===== src/rtl/sipo_map.vh =====
// Purpose: Constants for the serial-in parallel-out latch
// Assumes: Included by rtl/sipo_latch.v
// Notes:   Definitions only
`ifndef SIPO_MAP_VH
`define SIPO_MAP_VH
`define SIPO_WIDTH      8
`define SIPO_SHIFT_RST  8'h00
`define SIPO_STORE_RST  8'h00
`define SIPO_LAST_BIT   7
`endif


===== src/rtl/sipo_latch.v =====
// Purpose: Eight-bit serial-in shift register feeding a storage register
// Assumes: All pins synchronous to i_mclk; clocks edge-detected on it
// Assumes: Each pin clock is sampled low once between two of its edges
// Notes:   Parallel outputs change in the same i_mclk cycle as the storage register
// Notes:   Clears are level-sensitive and sampled on i_mclk
// Notes:   No software-visible registers
// How it works
// - Eight-stage shift register feeds an eight-bit storage register.
// - Shift and storage registers each have own clock and own clear.
// - Cascade output lets several devices chain into one long chain.
// - Shift and storage clocks act on rising edges only.
// - Common clock: storage takes shift contents from before that edge.
// - Shift clear low forces all shift stages to zero.
// - Shift edge: first stage takes input bit, others take previous stage.
// - Shift clock falling edge leaves shift register unchanged.
// - Storage clear low forces all storage bits to zero.
// - Storage edge loads all eight shift register bits.
// - Storage clock falling edge leaves storage register unchanged.
`timescale 1ns/10ps
`include "sipo_map.vh"

module sipo_latch (
   // Clock and reset
   input  wire                   i_mclk,
   input  wire                   i_rst,
   // Shift side
   input  wire                   i_bit_input,
   input  wire                   i_shift_clock,
   input  wire                   i_shift_clear_n,
   // Storage side
   input  wire                   i_storage_clock,
   input  wire                   i_storage_clear_n,
   // Outputs
   output wire [`SIPO_WIDTH-1:0] o_parallel_outputs,
   output wire                   o_cascade_out
);

   // Widths and reset values
   localparam                   WIDTH     = `SIPO_WIDTH;
   localparam                   LAST      = `SIPO_LAST_BIT;
   localparam [`SIPO_WIDTH-1:0] SHIFT_RST = `SIPO_SHIFT_RST;
   localparam [`SIPO_WIDTH-1:0] STORE_RST = `SIPO_STORE_RST;

   // Rising transition between two samples of a pin
   // Used for both pin clocks
   function rise_seen;
      input now_lvl;
      input was_lvl;
      begin
         rise_seen = now_lvl & ~was_lvl;
      end
   endfunction

   // Edge history
   reg              shift_clk_q;
   reg              shift_clk_d;
   reg              store_clk_q;
   reg              store_clk_d;
   wire             shift_rise;
   wire             store_rise;

   // Shift path
   wire             shift_clr;
   wire [WIDTH-1:0] shift_q;
   wire [WIDTH-1:0] shift_d;
   genvar           gi;

   // Storage path
   wire             store_clr;
   wire [WIDTH-1:0] store_q;
   wire [WIDTH-1:0] store_d;
   genvar           gs;

   // Outputs
   wire [WIDTH-1:0] par_q;
   reg              casc_q;
   reg              casc_d;
   genvar           go;

   // Clears and rising edges
   assign shift_clr  = ~i_shift_clear_n;
   assign store_clr  = ~i_storage_clear_n;
   assign shift_rise = rise_seen(i_shift_clock, shift_clk_q);
   assign store_rise = rise_seen(i_storage_clock, store_clk_q);

   // Edge history follows the pin levels
   always @* begin
      shift_clk_d = i_shift_clock;
   end

   always @* begin
      store_clk_d = i_storage_clock;
   end

   // History resets low, so a clock high at release is an edge
   always @(posedge i_mclk or posedge i_rst) begin
      if (i_rst) begin
         shift_clk_q <= 1'b0;
      end else begin
         shift_clk_q <= shift_clk_d;
      end
   end

   always @(posedge i_mclk or posedge i_rst) begin
      if (i_rst) begin
         store_clk_q <= 1'b0;
      end else begin
         store_clk_q <= store_clk_d;
      end
   end

   // One flip-flop per shift stage
   generate
      for (gi = 0; gi < WIDTH; gi = gi + 1) begin : g_stage
         wire stage_src;
         reg  stage_d;
         reg  stage_q;

         // Stage input: serial pin or the stage before
         if (gi == 0) begin : g_first
            assign stage_src = i_bit_input;
         end else begin : g_next
            assign stage_src = shift_q[gi-1];
         end

         // Clear overrides any edge; a falling edge holds
         always @* begin
            stage_d = stage_q;
            if (shift_clr) begin
               stage_d = SHIFT_RST[gi];
            end else if (shift_rise) begin
               stage_d = stage_src;
            end
         end

         always @(posedge i_mclk or posedge i_rst) begin
            if (i_rst) begin
               stage_q <= SHIFT_RST[gi];
            end else begin
               stage_q <= stage_d;
            end
         end

         assign shift_q[gi] = stage_q;
         assign shift_d[gi] = stage_d;
      end
   endgenerate

   // Storage bits load the shift contents from before this edge
   generate
      for (gs = 0; gs < WIDTH; gs = gs + 1) begin : g_store
         reg bit_d;
         reg bit_q;

         // Storage clear never touches the shift path
         // Clear wins over a load in the same cycle
         always @* begin
            bit_d = bit_q;
            if (store_clr) begin
               bit_d = STORE_RST[gs];
            end else if (store_rise) begin
               bit_d = shift_q[gs];
            end
         end

         always @(posedge i_mclk or posedge i_rst) begin
            if (i_rst) begin
               bit_q <= STORE_RST[gs];
            end else begin
               bit_q <= bit_d;
            end
         end

         assign store_q[gs] = bit_q;
         assign store_d[gs] = bit_d;
      end
   endgenerate

   // Cascade follows the next value of the last stage
   always @* begin
      casc_d = shift_d[LAST];
   end

   // Registered like the parallel outputs
   always @(posedge i_mclk or posedge i_rst) begin
      if (i_rst) begin
         casc_q <= 1'b0;
      end else begin
         casc_q <= casc_d;
      end
   end

   // One output flip-flop per storage bit, first stage on bit 0
   generate
      for (go = 0; go < WIDTH; go = go + 1) begin : g_out
         reg out_d;
         reg out_q;

         always @* begin
            out_d = store_d[go];
         end

         // Outputs come straight from flip-flops
         always @(posedge i_mclk or posedge i_rst) begin
            if (i_rst) begin
               out_q <= STORE_RST[go];
            end else begin
               out_q <= out_d;
            end
         end

         assign par_q[go] = out_q;
      end
   endgenerate

   // Port drivers
   assign o_parallel_outputs = par_q;
   assign o_cascade_out      = casc_q;

endmodule // sipo_latch


===== config.mk =====
export PLATFORM = sky130hd
export DESIGN_NAME = sipo_latch
export DESIGN_NICKNAME = d
export VERILOG_FILES = /design/src/rtl/sipo_latch.v
export VERILOG_INCLUDE_DIRS = /design/src /design/src/rtl
export SDC_FILE = /design/constraint.sdc
export NUM_CORES = 1
export LEC_CHECK = 0
export BUFFER_PORTS_ARGS = -buffer_cell sky130_fd_sc_hd__buf_2
export CAP_MARGIN = 0
export CORE_AREA = 2 2 54 43
export DETAILED_ROUTE_END_ITERATION = 8
export DIE_AREA = 0 0 56 45
export PLACE_DENSITY = 0.73
export SLEW_MARGIN = 40
export SYNTH_ARGS = -nofsm -noshare
export SYNTH_HDL_FRONTEND = slang
export SYNTH_SLANG_ARGS = --single-unit

===== constraint.sdc =====
create_clock -name i_mclk -period 1.75 [get_ports i_mclk]
set_input_delay 0.2625 -clock i_mclk [delete_from_list [all_inputs] [get_ports i_mclk]]
set_output_delay 0.2625 -clock i_mclk [all_outputs]
set_load 0.01 [all_outputs]

### Word level (Yosys, flattened, before mapping)

Cells that the tools add are included.

| word-level totals | value |
|---|---|
| word-level logic and storage cells | 56 |
| register bits | 18 |
| output and inout port bits | 9 |

| operators by class | value |
|---|---|
| eq/ne operators | 2 |
| mux-type cells | 32 |
| bitwise gates (word level) | 4 |

Operators by type and width:

| operator | number |
|---|---|
| $mux 1 | 32 |
| $ne 2x1->1 const B | 2 |
| $and 1x1->1 | 2 |
| $not 1->1 | 2 |

### Longest topological paths before layout

| depth | value |
|---|---|
| depth in word-level cells | 4 |
| gate-level depth with buffers | 4 |
| depth with buffers taken out | 2 |

### Worst setup path after synthesis

Ideal clock, no wire load.

| timing | value |
|---|---|
| path kind | register -> register |
| start | reg store_clk_q |
| end | reg g_out[0].out_q |
| cell stages (with the launch flop) | 4 |
| slack | 0.890 ns |
| library setup time | 0.079 ns |
| arrival | 0.780 ns |
| path through | dfrtp_1 nor2b_4 buf_6 mux2i_1 |

| on the way | value |
|---|---|
| cells in the longest elaborated chain, start to end | 3 |

Ends and longest elaborated chain:

| item | line | RTL |
|---|---|---|
| start, declared | sipo_latch.v:57 | `reg store_clk_q;` |
| start signal, assigned | sipo_latch.v:108 | `store_clk_q <= store_clk_d;` |
| $not 1->1 | sipo_latch.v:50 | `rise_seen = now_lvl & ~was_lvl;` |
| $and 1x1->1 | sipo_latch.v:50 |  |
| $ne 2x1->1 (no source line) | - |  |
| end signal, assigned | sipo_latch.v:206 | `out_q <= STORE_RST[go];` |
| end signal, assigned | sipo_latch.v:208 | `out_q <= out_d;` |
| end, declared | sipo_latch.v:197 | `reg out_q;` |

No other way between the ends.
A chain may end at the register's enable or synchronous reset.

### Final worst setup path

| timing | value |
|---|---|
| start | reg casc_q (netlist: o_cascade_out) |
| end | out o_cascade_out |

RTL lines:

| item | line | RTL |
|---|---|---|
| start, declared | sipo_latch.v:76 | `reg casc_q;` |
| start signal, assigned | sipo_latch.v:189 | `casc_q <= casc_d;` |
| end, declared | sipo_latch.v:35 | `output wire o_cascade_out` |

No word-level cell between the ends.

==> results.cfg <==
[clocking]
cts.hold.buffers_added = 0
cts_buffers = 3
cts_tree = built
ctsResizeCount = 0
cts.sink_count = 18
path_clk_slew_ns = 0.10
h-tree-depth = 1
clk_root_buffer_cell = clkbuf_4
clock_latency_ns = 0.29
cts_setup_buffers = 0
clock_path_buffers = 2

[synthesis]
synth-simple-area-share = 0.141
synthAdderAreaFrac = 0
synthMuxAreaShare = 0.188
synth_top_cell_by_area = dfrtp_1
ys_ff_latch = 18
synthesis.nets = 84
synth_top_area_frac = 0.529
synth_xor_area_frac = 0
synth_cells = 77
syn-cell-area_sq_um = 852
synth_area_leaders = dfrtp_1 53%, mux2i_1 19%, nand2_1 11%, buf_4 7.9%, buf_6 5.3%
yosys_warnings = 0
synth_compound_area_frac = 0
synth_area_per_cell_sq_um = 11.1
seq_area_frac_synth = 0.529
synth_cell_types = 10
synth_top_family_by_area = multiplexers

[pwr]
sw_frac_of_total = 0.215
p_leak_nw = 0.450
switchingPower_w = 0.000155
totalPowerFinal_w = 0.000718
pwr-share-clk = 0.349
intPower_w = 0.000564
seqPwrFrac = 0.589
combPwrFrac = 0.063
ir_drop_v = 0.000404
power_density_nw_per_um2 = 820

[worst_setup_path]
crit_family = flip-flops
reg2reg_slack_ns = 0.69
cpMaxStageDelayCell = dfrtp_1
slowest_delay_ns = 0.41
critical_path_class = flip-flop to primary output
cp.arrival_ns = 0.84
worstPathRequired_ns = 1.49
path_buf_inv = 1
cp-end-kind = primary output
crit_path_start_kind = flip-flop
worstPathCellList = buf_2
regToRegStartpoint = shift_clk_q
worstReg2RegEnd = g_stage[4].stage_q
reg2reg_depth = 2
critPathMaxFanout = 3

[layout]
num-nets-final = 90
diodes = 0
layout_common_cells = 25 x nand2_1, 18 x dfrtp_1, 16 x mux2i_1
final_common_cell = nand2_1
drive_gt1_frac = 0.244
areaGrowthSynthToFinish_pct = 2.79

[placed_design]
io_buffers = 15
dp_slack_ns = 0.663
place.gp.congestion = 0.750
post-dp-hpwl_microns = 995

[sta]
drv_slew = 0
clock-skew-final_ns = 0.00374
layout_min_cycle_time_ns = 1.10
period_share = 0.629
slew_headroom = 0.558
setup_ws_ns = 0.650
setup_viol = 0
hold_viol = 0
max_freq_mhz = 909
grt_setup_unrepaired = false
fin_setup_tns_ns = 0
worstMarginPinSlew_ns = 0.663

[global_routing]
grt_pass1_wl_microns = 2260
grt.overflow.total = 0
grt_max_degree = 19
grt_antenna_before_repair = 0
grt_pass1_vias = 493
track_usage = 0.123

[floorplanning]
core_sq_um = 1960
die_area_sq_um = 2520
row_count = 14
die_h_microns = 45
boundaryPins = 16
start_util = 0.434
die_w_microns = 56

[route]
drt_iter0_drc = 11
finalWirelength_microns = 1310
via_per_inst = 4.62
drtPass1Iterations = 4
drc_errors = 0
ant_nets = 0
wl_per_cell_microns = 12.3
vias = 490

[run_status]
status = completed

[hold_path]
min-delay-path-class = input port to asynchronous set/reset pin

[flow_run]
drv_cap = 0
power groups by stage:
stage | sequential (W) | combinational, W | clock [W]
floorplan | 0.000431 | 0.0000454 | 0
global placement | 0.000431 | 0.0000452 | 0
detailed placement | 0.000431 | 0.0000463 | 0
CTS | 0.000423 | 0.0000463 | 0.000258
global route | 0.000424 | 0.0000511 | 0.000287
finish | 0.000423 | 0.0000450 | 0.000250
stage by stage:
stage | instances | hold slack, ns | cell area, sq um | util
final | 106 | 0.0460 | 876 | 0.446
after global routing | 106 | 0.0574 | 876 | 0.446
after CTS | 106 | 0.0703 | 876 | 0.446
after detailed placement | 102 | 0.393 | 840 | 0.428
after global placement | 102 | 0.386 | 840 | 0.428
after floorplan | 77 | 0.201 | 852 | -
kinds of logic after synthesis:
logic type,count (synthesis)
AND/OR/NAND/NOR,28
multiplexers,16
flip-flops,18
buffers and inverters,15
layout make-up:
class,instances,area [sq um]
clock buffer,4,36.3
fill,201,1090
inverter,1,3.75
multi-input combinational,44,280
sequential,18,450
tap,24,30.0
timing repair buffer,15,75.1
cells in the mapped netlist, drive strengths merged:
master	number
inv	1
clkbuf	1
mux2i	16
nand2b	1
nor2b	2
nand2	25
buf	13
dfrtp	18
worst max-delay path by stage:
stage | startpoint | endpoint | slack [ns] | depth (start not counted)
final | o_cascade_out | o_cascade_out | 0.65 | 1
after global routing | shift_clk_q | g_stage[4].stage_q | 0.59 | 2
after CTS | o_cascade_out | o_cascade_out | 0.63 | 1
after detailed placement | i_shift_clock | g_stage[4].stage_q | 0.66 | 3
after global placement | i_shift_clock | g_stage[4].stage_q | 0.72 | 3
after floorplan | store_clk_q | g_out[0].out_q | 0.89 | 3
metal layers:
| metal | vias up | wire length (microns) | track usage |
|---|---|---|---|
| li1 | 245 | - | - |
| met2 | 17 | 547 | 0.184 |
| met5 | - | 0 | 0 |
| met3 | 0 | 123 | 0.0688 |
| met4 | 0 | 0 | 0.0286 |
| met1 | 228 | 635 | 0.157 |
state kept, by name (all words and copies together) (netlist names):
register and flops:
g_out.out_q 8, g_stage.stage_q 7, store_clk_q 1, shift_clk_q 1, o_cascade_out 1
Note: power is estimated with default switching activity, not from simulation.
